==> config.mk <==
export PLATFORM = sky130hd
export DESIGN_NAME = jis_irq_status
export DESIGN_NICKNAME = d
export VERILOG_FILES = /design/src/jis_pkg.sv /design/src/jis_sticky.sv /design/src/jis_wb_slave.sv /design/src/jis_irq_status.sv
export SDC_FILE = /design/constraint.sdc
export NUM_CORES = 1
export LEC_CHECK = 0
export BUFFER_PORTS_ARGS = -buffer_cell sky130_fd_sc_hd__buf_2
export CAP_MARGIN = 5
export CORE_MARGIN = 5
export CORE_UTILIZATION = 40
export CTS_BUF_LIST = sky130_fd_sc_hd__clkbuf_4
export CTS_CLUSTER_DIAMETER = 60
export DETAILED_ROUTE_END_ITERATION = 10
export HOLD_SLACK_MARGIN = 0.02
export PLACE_DENSITY = 0.72
export SYNTH_ARGS = -nofsm -noshare
export SYNTH_HDL_FRONTEND = slang
export SYNTH_HIERARCHICAL = 1
export SYNTH_SLANG_ARGS = --single-unit
export TNS_END_PERCENT = 50
==> constraint.sdc <==
create_clock -name clock_in -period 1.6 [get_ports clock_in]
set_input_delay 0.32 -clock clock_in [delete_from_list [all_inputs] [get_ports clock_in]]
set_output_delay 0.32 -clock clock_in [all_outputs]
set_load 0.03 [all_outputs]
==> src/jis_pkg.sv <==
// constants for the jpeg interrupt status block
package jis_pkg;

  // register byte offsets
  localparam logic [7:0] ADDR_CTRL = 8'h00;
  localparam logic [7:0] ADDR_MASKED = 8'h04;
  localparam logic [7:0] ADDR_RAW = 8'h08;
  localparam logic [7:0] ADDR_ENABLE = 8'h0C;

  // flag bit positions, shared by status, raw and enable registers; file output and level bits 12 to 14 are in status and raw only
  localparam int BIT_SIZE_OVER = 11;
  localparam int BIT_THRESH = 10;
  localparam int BIT_FULL = 9;
  localparam int BIT_EMPTY = 8;
  localparam int BIT_MARKER = 4;
  localparam int BIT_LB_OVF = 2;
  localparam int BIT_CODEC = 1;
  localparam int BIT_LB_IRQ = 0;
  localparam int BIT_FILE_OUT = 14;
  localparam int BIT_LEVEL_LO = 12;
  localparam int BIT_LEVEL_HI = 13;

  // control register fields
  localparam int BIT_CTRL_ENABLE = 0;
  localparam int BIT_CTRL_SWRST = 7;

  // reset values and fixed read patterns
  localparam logic [15:0] RAW_RESET = 16'h8080;
  localparam logic [15:0] ENABLE_RESET = 16'h0000;
  localparam logic [15:0] CTRL_RESET = 16'h0000;
  localparam logic [15:0] MASKED_ONES = 16'h80E8;
  localparam logic [15:0] RAW_ONES = 16'h8080;
  localparam logic [15:0] ENABLE_MASK = 16'h0F17;
  localparam logic [15:0] W1C_MASK = 16'h0F10;
  localparam logic [15:0] CTRL_RW_MASK = 16'h0001;

  // fifo level field codes
  localparam logic [1:0] LEVEL_EMPTY = 2'h0;
  localparam logic [1:0] LEVEL_SMALL = 2'h1;
  localparam logic [1:0] LEVEL_QUARTER = 2'h2;
  localparam logic [1:0] LEVEL_HALF = 2'h3;

  // trigger threshold select codes
  localparam logic [1:0] TRIG_NONE = 2'h0;
  localparam logic [1:0] TRIG_SMALL = 2'h1;
  localparam logic [1:0] TRIG_QUARTER = 2'h2;
  localparam logic [1:0] TRIG_HALF = 2'h3;

  // smallest non-empty level band, in bytes
  localparam int LEVEL_SMALL_BYTES = 4;

  // number of sticky event flags
  localparam int NUM_FLAGS = 8;

endpackage : jis_pkg

==> src/jis_sticky.sv <==
// bank of sticky event flags, set wins over clear
`timescale 1ns/1ps
module jis_sticky #(
  parameter int W = 8
) (
  input wire logic clock_in,
  input wire logic rst_in,
  input wire logic [W-1:0] set_in,
  input wire logic [W-1:0] clr_in,
  output logic [W-1:0] flag_out
);

  genvar i;
  generate
    for (i = 0; i < W; i++) begin : g_flag
      // an event in the clearing cycle is kept
      always_ff @(posedge clock_in) begin
        if (rst_in) begin
          flag_out[i] <= 1'b0;
        end else begin
          flag_out[i] <= set_in[i] | (flag_out[i] & ~clr_in[i]);
        end
      end
    end
  endgenerate

endmodule : jis_sticky

==> src/jis_wb_slave.sv <==
// classic wishbone slave handshake with registered read data
`timescale 1ns/1ps
module jis_wb_slave (
  input wire logic clock_in,
  input wire logic rst_in,
  input wire logic wb_cyc_in,
  input wire logic wb_stb_in,
  input wire logic wb_we_in,
  input wire logic [15:0] rd_data_in,
  output logic wr_stb_out,
  output logic [31:0] wb_dat_out,
  output logic wb_ack_out
);

  logic req;

  // one ack per request, dropped the cycle after
  assign req = wb_cyc_in & wb_stb_in & ~wb_ack_out;
  assign wr_stb_out = req & wb_we_in;

  always_ff @(posedge clock_in) begin
    if (rst_in) begin
      wb_ack_out <= 1'b0;
    end else begin
      wb_ack_out <= req;
    end
  end

  always_ff @(posedge clock_in) begin
    if (rst_in) begin
      wb_dat_out <= 32'h00000000;
    end else if (req) begin
      wb_dat_out <= {16'h0000, rd_data_in};
    end
  end

endmodule : jis_wb_slave

==> src/jis_irq_status.sv <==
// jpeg interrupt status, raw flags and enables with wishbone access
`timescale 1ns/1ps

////////////////////////////////////////////////////////////////////////
// Functional notes
// size overrun during encode sets bit 11
// fifo level over threshold sets bit 10
// fifo full sets sticky bit 9
// fifo empty sets sticky bit 8
// write one clears flag and raw copy
// masked status gated by matching enable bit
// raw register ignores enables, resets 0x8080
// marker read while decoding sets bit 4
// marker flag rises only when enabled
// software disables marker enable before clearing
// overflow flag cleared only by module reset
// overflow does not stop the module
// codec flag cleared by operation status read
// line buffer flag cleared by its status clear
// level field encodes four fifo level bands
// bit 14 shows file output in progress
// eight enable bits, all reset to zero
// software writes ones to reserved status bits
// interrupt request while any masked flag set
module jis_irq_status #(
  parameter int LEVEL_W = 9,
  parameter int FIFO_BYTES = 256
) (
  input wire logic clock_in,
  input wire logic rst_in,
  input wire logic wb_cyc_in,
  input wire logic wb_stb_in,
  input wire logic wb_we_in,
  input wire logic [7:0] wb_adr_in,
  input wire logic [3:0] wb_sel_in,
  input wire logic [31:0] wb_dat_in,
  output logic [31:0] wb_dat_out,
  output logic wb_ack_out,
  input wire logic encoding_in,
  input wire logic decoding_in,
  input wire logic file_out_busy_in,
  input wire logic size_over_in,
  input wire logic [LEVEL_W-1:0] fifo_level_in,
  input wire logic [1:0] trig_sel_in,
  input wire logic marker_read_in,
  input wire logic lb_overflow_in,
  input wire logic codec_irq_in,
  input wire logic codec_status_read_in,
  input wire logic lb_irq_in,
  input wire logic lb_status_clear_in,
  output logic irq_out,
  output logic module_enable_out,
  output logic module_reset_out
);

  ////////////////////////////////////////////////////////////////////////
  // thresholds

  localparam logic [LEVEL_W-1:0] LVL_ZERO = '0;
  localparam logic [LEVEL_W-1:0] LVL_SMALL =
    LEVEL_W'(jis_pkg::LEVEL_SMALL_BYTES);
  localparam logic [LEVEL_W-1:0] LVL_QUARTER = LEVEL_W'(FIFO_BYTES / 4);
  localparam logic [LEVEL_W-1:0] LVL_HALF = LEVEL_W'(FIFO_BYTES / 2);
  localparam logic [LEVEL_W-1:0] LVL_FULL = LEVEL_W'(FIFO_BYTES);

  ////////////////////////////////////////////////////////////////////////
  // declarations

  logic wr_stb;
  logic [15:0] rd_data;
  logic [15:0] wdata;
  logic [15:0] lane_mask;
  logic hit_ctrl;
  logic hit_masked;
  logic hit_raw;
  logic hit_enable;
  logic wr_ctrl;
  logic wr_masked;
  logic wr_enable;

  logic [15:0] enables;
  logic [15:0] next_enables;
  logic [15:0] ctrl;
  logic [15:0] next_ctrl;
  logic sw_reset;

  logic [LEVEL_W-1:0] level;
  logic file_out;
  logic [1:0] level_code;
  logic above_small;
  logic above_quarter;
  logic above_half;
  logic at_least_small;
  logic at_least_quarter;
  logic at_least_half;
  logic is_empty;
  logic is_full;
  logic trig_hit;

  logic [15:0] flags;
  logic [15:0] raw_word;
  logic [15:0] masked_word;
  logic [15:0] w1c;
  logic [jis_pkg::NUM_FLAGS-1:0] set_vec;
  logic [jis_pkg::NUM_FLAGS-1:0] clr_vec;
  logic [jis_pkg::NUM_FLAGS-1:0] flag_vec;
  logic any_masked;

  ////////////////////////////////////////////////////////////////////////
  // bus slave

  jis_wb_slave u_bus (
    .clock_in(clock_in),
    .rst_in(rst_in),
    .wb_cyc_in(wb_cyc_in),
    .wb_stb_in(wb_stb_in),
    .wb_we_in(wb_we_in),
    .rd_data_in(rd_data),
    .wr_stb_out(wr_stb),
    .wb_dat_out(wb_dat_out),
    .wb_ack_out(wb_ack_out)
  );

  assign wdata = wb_dat_in[15:0];
  assign lane_mask = {{8{wb_sel_in[1]}}, {8{wb_sel_in[0]}}};
  assign hit_ctrl = (wb_adr_in == jis_pkg::ADDR_CTRL);
  assign hit_masked = (wb_adr_in == jis_pkg::ADDR_MASKED);
  assign hit_raw = (wb_adr_in == jis_pkg::ADDR_RAW);
  assign hit_enable = (wb_adr_in == jis_pkg::ADDR_ENABLE);
  assign wr_ctrl = wr_stb & hit_ctrl;
  assign wr_masked = wr_stb & hit_masked;
  assign wr_enable = wr_stb & hit_enable;

  ////////////////////////////////////////////////////////////////////////
  // enable and control registers

  // enables, zero after reset
  assign next_enables = wr_enable
    ? ((enables & ~lane_mask) | (wdata & lane_mask & jis_pkg::ENABLE_MASK))
    : enables;

  always_ff @(posedge clock_in) begin
    if (rst_in) begin
      enables <= jis_pkg::ENABLE_RESET;
    end else begin
      enables <= next_enables;
    end
  end

  assign next_ctrl = wr_ctrl
    ? ((ctrl & ~lane_mask) | (wdata & lane_mask & jis_pkg::CTRL_RW_MASK))
    : ctrl;

  always_ff @(posedge clock_in) begin
    if (rst_in) begin
      ctrl <= jis_pkg::CTRL_RESET;
    end else begin
      ctrl <= next_ctrl;
    end
  end

  // reset bit is write only and needs the module enabled
  assign sw_reset = wr_ctrl & wb_sel_in[0] & wdata[jis_pkg::BIT_CTRL_SWRST]
    & ctrl[jis_pkg::BIT_CTRL_ENABLE];

  always_ff @(posedge clock_in) begin
    if (rst_in) begin
      module_reset_out <= 1'b0;
      module_enable_out <= 1'b0;
    end else begin
      module_reset_out <= sw_reset;
      module_enable_out <= next_ctrl[jis_pkg::BIT_CTRL_ENABLE];
    end
  end

  ////////////////////////////////////////////////////////////////////////
  // live status capture

  // levels registered so raw reads 0x8080 straight after reset
  always_ff @(posedge clock_in) begin
    if (rst_in) begin
      level <= LVL_ZERO;
      file_out <= 1'b0;
    end else begin
      level <= fifo_level_in;
      file_out <= file_out_busy_in;
    end
  end

  assign at_least_small = (level >= LVL_SMALL);
  assign at_least_quarter = (level >= LVL_QUARTER);
  assign at_least_half = (level >= LVL_HALF);
  assign above_small = (level > LVL_SMALL);
  assign above_quarter = (level > LVL_QUARTER);
  assign above_half = (level > LVL_HALF);
  assign is_empty = (level == LVL_ZERO);
  assign is_full = (level >= LVL_FULL);

  // level band code
  assign level_code = at_least_half ? jis_pkg::LEVEL_HALF
    : at_least_quarter ? jis_pkg::LEVEL_QUARTER
    : at_least_small ? jis_pkg::LEVEL_SMALL
    : jis_pkg::LEVEL_EMPTY;

  // selected trigger threshold
  assign trig_hit = (trig_sel_in == jis_pkg::TRIG_SMALL) ? above_small
    : (trig_sel_in == jis_pkg::TRIG_QUARTER) ? above_quarter
    : (trig_sel_in == jis_pkg::TRIG_HALF) ? above_half
    : 1'b0;

  ////////////////////////////////////////////////////////////////////////
  // sticky event flags

  // index order: 7 size, 6 thresh, 5 full, 4 empty,
  // 3 marker, 2 overflow, 1 codec, 0 line buffer
  // size overrun only while encoding; encoding is not stopped
  assign set_vec[7] = encoding_in & size_over_in;
  assign set_vec[6] = trig_hit;
  // full seen at least once
  assign set_vec[5] = is_full;
  // empty seen at least once
  assign set_vec[4] = is_empty;
  // marker while decoding and enabled
  assign set_vec[3] = marker_read_in & decoding_in
    & enables[jis_pkg::BIT_MARKER];
  // overflow only reported, nothing here halts the module
  assign set_vec[2] = lb_overflow_in;
  // codec core interrupt
  assign set_vec[1] = codec_irq_in;
  // line buffer interrupt
  assign set_vec[0] = lb_irq_in;

  // write one to clear, byte lane gated
  assign w1c = wr_masked ? (wdata & lane_mask & jis_pkg::W1C_MASK) : 16'h0000;

  assign clr_vec[7] = w1c[jis_pkg::BIT_SIZE_OVER];
  assign clr_vec[6] = w1c[jis_pkg::BIT_THRESH];
  assign clr_vec[5] = w1c[jis_pkg::BIT_FULL];
  assign clr_vec[4] = w1c[jis_pkg::BIT_EMPTY];
  // clearing marker leaves enable to software
  assign clr_vec[3] = w1c[jis_pkg::BIT_MARKER];
  // overflow cleared by module reset alone
  assign clr_vec[2] = sw_reset;
  // cleared by status read
  assign clr_vec[1] = codec_status_read_in;
  // cleared with line buffer status
  assign clr_vec[0] = lb_status_clear_in;

  jis_sticky #(
    .W(jis_pkg::NUM_FLAGS)
  ) u_flags (
    .clock_in(clock_in),
    .rst_in(rst_in),
    .set_in(set_vec),
    .clr_in(clr_vec),
    .flag_out(flag_vec)
  );

  ////////////////////////////////////////////////////////////////////////
  // register views

  always_comb begin
    flags = 16'h0000;
    flags[jis_pkg::BIT_SIZE_OVER] = flag_vec[7];
    flags[jis_pkg::BIT_THRESH] = flag_vec[6];
    flags[jis_pkg::BIT_FULL] = flag_vec[5];
    flags[jis_pkg::BIT_EMPTY] = flag_vec[4];
    flags[jis_pkg::BIT_MARKER] = flag_vec[3];
    flags[jis_pkg::BIT_LB_OVF] = flag_vec[2];
    flags[jis_pkg::BIT_CODEC] = flag_vec[1];
    flags[jis_pkg::BIT_LB_IRQ] = flag_vec[0];
  end

  // raw view ignores the enables
  // file output status in bit 14
  always_comb begin
    raw_word = flags | jis_pkg::RAW_ONES;
    raw_word[jis_pkg::BIT_FILE_OUT] = file_out;
    raw_word[jis_pkg::BIT_LEVEL_HI:jis_pkg::BIT_LEVEL_LO] = level_code;
  end

  // masked view, reserved bits read one
  // ones written to reserved bits are ignored
  always_comb begin
    masked_word = (flags & enables) | jis_pkg::MASKED_ONES;
    masked_word[jis_pkg::BIT_FILE_OUT] = file_out;
    masked_word[jis_pkg::BIT_LEVEL_HI:jis_pkg::BIT_LEVEL_LO] = level_code;
  end

  // unmapped offsets answer with zero
  assign rd_data = hit_ctrl ? ctrl
    : hit_masked ? masked_word
    : hit_raw ? raw_word
    : hit_enable ? enables
    : 16'h0000;

  ////////////////////////////////////////////////////////////////////////
  // interrupt request

  // any masked flag raises the request
  assign any_masked = |(flags & enables);

  always_ff @(posedge clock_in) begin
    if (rst_in) begin
      irq_out <= 1'b0;
    end else begin
      irq_out <= any_masked;
    end
  end

endmodule : jis_irq_status

==> results of run 1 <==
## layout make-up
cell class              instances  area (µm²)  share of cell area
well taps                     105       131.4             0.03347
repair buffers                 86       510.5              0.1301
inverters                       9       33.78            0.008607
flip-flops and latches         69        1385              0.3529
multi-input cells             248        1725              0.4396
clock inverters                 6       63.81             0.01626
clock buffers                  10       75.07             0.01913
## worst max-delay path by stage
stage,from,end,depth (start not counted)
finish,u_bus/wb_ack_out$_SDFF_PP0_,u_flags/flag_out[5]$_SDFF_PP0_,7
global route,u_bus/wb_ack_out$_SDFF_PP0_,u_flags/flag_out[5]$_SDFF_PP0_,7
CTS,u_bus/wb_ack_out$_SDFF_PP0_,u_flags/flag_out[5]$_SDFF_PP0_,7
detailed placement,wb_adr_in[5],u_flags/flag_out[5]$_SDFF_PP0_,7
global placement,wb_adr_in[5],u_flags/flag_out[6]$_SDFF_PP0_,7
floorplan,u_bus/wb_ack_out$_SDFF_PP0_,u_flags/flag_out[5]$_SDFF_PP0_,9
## routing by layer
metal | part of all wire | wire length [µm] | vias up | global-route usage
li1 | - | - | 1309 | -
met1 | 0.45 | 3088 | 1152 | 0.1772
met4 | 0.0051 | 35 | 0 | 0.03420
met5 | 0 | 0 | - | 0
met2 | 0.47 | 3258 | 75 | 0.2248
met3 | 0.075 | 518 | 6 | 0.05813
## cells in the mapped netlist, drive strengths merged (3+ instances only)
| master | n | area (µm²) |
|---|---|---|
| dfxtp | 69 | 1381 |
| nand2b | 40 | 310.3 |
| mux2i | 26 | 260.3 |
| buf | 25 | 203.9 |
| and2 | 24 | 155.2 |
| nor2b | 21 | 138.9 |
| nor2 | 20 | 75.07 |
| a211oi | 19 | 142.6 |
| a21oi | 15 | 105.1 |
| o21ai | 13 | 65.06 |
| nand2 | 12 | 47.55 |
| clkbuf | 10 | 37.54 |
| inv | 9 | 33.78 |
| nor3b | 8 | 60.06 |
| nor3 | 7 | 57.55 |
| a22oi | 4 | 30.03 |
| nand4 | 4 | 25.02 |
| nor4 | 4 | 40.04 |
| o22ai | 3 | 18.77 |
## worst max-delay path: stages, from the launching register on
cell and delay [ns]:
dfxtp_4 0.36, and3b_1 0.22, and2_4 0.18, nand2_4 0.06, nor4b_4 0.31, and2_2 0.21
nand2b_4 0.12, a21oi_2 0.05
## report_power, final
group	internal, mW	switching, mW	leakage (nW)	total, mW
combinational	0.153	0.206	1.04	0.359
clock	0.491	0.620	0.0724	1.11
sequential	1.74	0.0311	0.561	1.77
total	2.39	0.857	1.67	3.24
## layout by cell type, fill, tap and decap left out, types with 3 or more instances in the layout
cell / instances
o22ai_1: 3
clkbuf_4: 10
nor2_1: 20
a21oi_2: 8
nand2b_4: 8
o21ai_0: 13
mux2i_1: 26
buf_2: 64
and2_1: 19
a211oi_1: 19
nor3_1: 5
nand2b_1: 32
inv_1: 9
dfxtp_1: 68
nor3b_1: 8
conb_1: 16
and2_2: 3
nor2b_1: 20
nand4_1: 4
buf_4: 20
nand2_1: 10
a22oi_1: 4
a21oi_1: 7
## logic make-up after synthesis
kind of cell / after synthesis
AOI/OAI and AO/OA: 58
and+or+nand+nor: 148
other: 1
muxes: 26
buffers and inverters: 44
DFF: 69
## timing repair
| item | CTS | global route |
|---|---|---|
| pin swaps | 2 | 0 |
| setup endpoints to repair | 12 | 15 |
| endpoints found under the hold margin | 0 | 0 |
| gates resized for setup | 0 | 1 |
| buffers inserted | 1 | 0 |
==> flow_metrics.py, run 1 <==
metrics = {
    "timing": {
        "hold_viol": 0,
        "max_freq_mhz": 619.8,
        "maxSlewViolCount": 0,
        "finalSetupTns_ns": -0.02134,
        "rsz0062_at_grt": "true",
        "min_period_ns": 1.613,
        "fin_ws_ns": -0.01341,
        "setup_viol": 2,
        "worst_hold_slack_ns": 0.1150,
        "final.setup_skew_ns": 0.01301,
        "post-route-period-util": 1.008,
    },
    "setup_path": {
        "r2r-start": "u_bus/wb_ack_out$_SDFF_PP0_",
        "crit_arrival_ns": 1.91,
        "ff2ff_setup_slack_ns": -0.01,
        "cp_max_fo": 4,
        "worstPathRequired_ns": 1.90,
        "start_kind": "flop",
        "endpoint_kind": "flop",
        "r2r-end": "u_flags/flag_out[5]$_SDFF_PP0_",
        "critPathKind": "flop to flop",
        "reg2regPathDepth": 7,
    },
    "cells_and_area": {
        "fillers": 783,
        "diodes": 0,
        "drive_above_1_share": 0.3154,
        "syn2layout_area_growth_pct": 19.23,
        "fin_cells": 533,
        "fin_util": 0.4825,
        "fin_nets": 493,
        "design_area_mm2": 0.003925,
    },
    "logic_synthesis": {
        "synth_compound_area_frac": 0.1205,
        "ys_types": 40,
        "synthSimpleGateAreaFrac": 0.2961,
        "syn_avg_cell_area_um2": 9.514,
        "synth_edf_count": 0,
        "synthMuxAreaShare": 0.07906,
        "synth_seq_area_share": 0.4196,
        "synthAdderAreaFrac": 0,
        "synth_xor_xnor_area_share": 0,
        "async_flop_share": 0,
        "syn_area_mm2": 0.003292,
        "ys.flop_type": "dfxtp_1",
        "ys_ff_latch": 69,
        "synth_top_family_by_area": "simple AND/OR/NAND/NOR gates",
        "synthCells": 346,
        "yosysWarningCount": 6,
    },
    "floorplanning": {
        "rows": 33,
        "die_h_um": 100.7,
        "io_pins": 106,
        "initial_utilization": 0.4047,
        "fp.dieW_um": 100.7,
        "dieArea_mm2": 0.01014,
        "core_area_mm2": 0.008134,
    },
    "outcome": {
        "violations": "negative setup slack",
        "outcome": "complete, but fails checks",
    },
    "clocking": {
        "cts_tree": "yes",
        "h-tree-depth": 3,
        "insertion_delay_ns": 0.41,
        "cts_root_buf": "clkbuf_4",
        "clk_pin_slew_ns": 0.12,
        "numCtsBuffers": 9,
        "numClockSinks": 69,
        "clock_path_buffers": 2,
        "holdBufCountCts": 0,
    },
    "detailed_routing": {
        "routed_wl_um": 6900,
        "drtIter0Drc": 102,
        "vias_per_cell": 4.769,
        "ant_nets": 0,
        "wl_per_cell_um": 12.95,
        "drc_errors": 0,
        "vias": 2542,
        "drt_pre_antenna_iters": 6,
    },
    "hold_path": {
        "hp-class": "input pin to flop",
        "whs_endpoint": "file_out$_SDFF_PP0_",
        "min_path_cells": 2,
        "hp-start": "file_out_busy_in",
    },
    "global_routing": {
        "grt_pass1_vias": 2419,
        "grt_first_pass_wirelength_um": 11260,
        "grtUsageTotal": 0.1410,
        "antenna_found_initial": 0,
        "grt_max_degree": 56,
        "overflow": 0,
    },
    "place": {
        "place_hpwl_um": 5286,
        "dpl_cell_area_mm2": 0.003772,
        "dp_cells": 516,
        "place_ws_ns": -0.1779,
        "port_buffers": 64,
        "gp_congestion": 0.8185,
    },
    "pwr": {
        "ir_drop_mv": 0.4590,
        "power.leakage_nw": 1.673,
        "p_per_area_mw_per_mm2": 826.6,
        "power_mw": 3.244,
    },
    "flow_run": {
        "drv_cap": 0,
    },
}
No activity file was read; power rests on OpenSTA's default activity.
==> run 2, diff against run 1 <==
--- a/config.mk
+++ b/config.mk
@@ -7,7 +7,6 @@
 export LEC_CHECK = 0
 export BUFFER_PORTS_ARGS = -buffer_cell sky130_fd_sc_hd__buf_2
 export CAP_MARGIN = 5
-export CORE_MARGIN = 5
 export CORE_UTILIZATION = 40
 export CTS_BUF_LIST = sky130_fd_sc_hd__clkbuf_4
 export CTS_CLUSTER_DIAMETER = 60
==> run 2 against run 1 <==
The run still ends with negative setup slack left. Setup slack got worse by 0.017 ns. Highest routed layer unchanged. Via count fell by 0.55%. Sequential cell count did not move. First-iteration DRC count fell by 19%. Clock power barely moved. Worst hold slack got worse by 0.011 ns. Clock-buffer cell count fell by 1. Die area fell by 15%. Global-route usage rose by 2.6 points.
==> flow_metrics.py, run 2 (same netlist as run 1, synthesis figures left out) <==
metrics = {
    "outcome": {
        "outcome": "complete, but fails checks",
        "violations": "negative setup slack",
    },
    "detailed_routing": {
        "vias": 2528,
        "wl_per_cell_um": 12.48,
        "drt_pre_antenna_iters": 4,
        "routed_wl_um": 6617,
        "drtIter0Drc": 83,
        "ant_nets": 0,
        "vias_per_cell": 4.770,
        "drc_errors": 0,
    },
    "setup_path": {
        "reg2regPathDepth": 7,
        "crit_arrival_ns": 1.95,
        "worstPathRequired_ns": 1.91,
        "endpoint_kind": "flop",
        "cp_max_fo": 4,
        "critPathKind": "flop to flop",
        "r2r-start": "u_bus/wb_ack_out$_SDFF_PP0_",
        "startpoint": "u_bus/wb_ack_out$_SDFF_PP0_",
        "start_kind": "flop",
    },
    "clocking": {
        "insertion_delay_ns": 0.43,
        "cts_root_buf": "clkbuf_4",
        "cts_tree": "yes",
        "numClockSinks": 69,
        "h-tree-depth": 3,
        "holdBufCountCts": 0,
        "numCtsBuffers": 9,
        "clk_pin_slew_ns": 0.12,
        "clock_path_buffers": 2,
    },
    "timing": {
        "maxSlewViolCount": 0,
        "max_freq_mhz": 613.3,
        "rsz0062_at_grt": "true",
        "post-route-period-util": 1.019,
        "min_period_ns": 1.630,
        "fin_ws_ns": -0.03042,
        "worst_hold_slack_ns": 0.1040,
        "finalSetupTns_ns": -0.1185,
        "final.setup_skew_ns": 0.01381,
        "hold_viol": 0,
        "setup_viol": 5,
    },
    "cells_and_area": {
        "fillers": 755,
        "fin_util": 0.5014,
        "drive_above_1_share": 0.3341,
        "fin_cells": 530,
        "diodes": 0,
        "design_area_mm2": 0.003935,
        "mostFrequentLayoutCell": "dfxtp_1",
        "syn2layout_area_growth_pct": 19.54,
        "mostFrequentLayoutCells": "dfxtp_1, buf_2, nand2b_1",
        "fin_nets": 493,
    },
    "place": {
        "port_buffers": 64,
        "dpl_cell_area_mm2": 0.003741,
        "gp_congestion": 0.8527,
        "dp_cells": 511,
        "place_hpwl_um": 5148,
        "place_ws_ns": -0.1278,
    },
    "global_routing": {
        "grtUsageTotal": 0.1670,
        "antenna_found_initial": 0,
        "overflow": 0,
        "grt_first_pass_wirelength_um": 11070,
        "grt_pass1_vias": 2399,
        "grt_max_degree": 48,
    },
    "floorplanning": {
        "die_h_um": 92.72,
        "io_pins": 106,
        "fp.dieW_um": 92.72,
        "initial_utilization": 0.4195,
        "dieArea_mm2": 0.008597,
        "core_area_mm2": 0.007848,
        "rows": 32,
    },
    "hold_path": {
        "hp-class": "input pin to flop",
        "hp-start": "fifo_level_in[8]",
        "min_path_cells": 2,
    },
    "pwr": {
        "ir_drop_mv": 0.5214,
        "p_per_area_mw_per_mm2": 826.5,
        "power.leakage_nw": 1.676,
        "power_mw": 3.252,
    },
    "flow_run": {
        "drv_cap": 0,
    },
}
run 2: cell types whose count changed in the layout (fill, tap and decap cells not counted), sizes merged:
| cell | before | now |
|---|---|---|
| clkinvlp | 2 | 3 |
| inv | 9 | 10 |
| clkbuf | 10 | 9 |
| clkinv | 3 | 2 |
run 2: per-layer routing:
layer	track usage	up-vias	routed length [µm]
met2	0.2691	77	2996
met5	0	-	0
met4	0.06026	0	103
met1	0.2056	1138	3115
met3	0.05829	9	402
li1	-	1304	-
run 2: layout make-up:
| type | count | area, µm² | share of cell area |
|---|---|---|---|
| multi-input combinational | 248 | 1744 | 0.4432 |
| sequential | 69 | 1385 | 0.3520 |
| timing repair buffer | 86 | 501.7 | 0.1275 |
| tap | 102 | 127.6 | 0.03243 |
| clock inverter | 7 | 75.07 | 0.01908 |
| clock buffer | 9 | 67.56 | 0.01717 |
| inverter | 9 | 33.78 | 0.008585 |
run 2: critical path, stage by stage (launching register included):
cell      delay [ns]
dfxtp_4         0.36
and3b_2         0.24
and2_4          0.18
nand2_4         0.06
nor4b_4         0.32
and2_2          0.20
nand2b_4        0.11
a21oi_2         0.05
run 2: report_power, final:
part / total [mW] / internal (mW) / switching [mW]
registers: 1.77 / 1.74 / 0.0308
clock network: 1.12 / 0.479 / 0.637
logic: 0.361 / 0.151 / 0.210
run 2: repair_timing:
item | CTS | global route
endpoints found under the setup margin | 13 | 22
pin swaps | 13 | 2
gates resized for setup | 3 | 7
setup buffers | 1 | 2
run 2: final timing paths:
kind / end / slack (ns)
max: u_flags/flag_out[4]$_SDFF_PP0_ / -0.03
min: level[8]$_SDFF_PP0_ / 0.10
max reg2reg: u_flags/flag_out[4]$_SDFF_PP0_ / -0.03
min reg2reg: ctrl[10]$_SDFFE_PP0N_ / 0.47
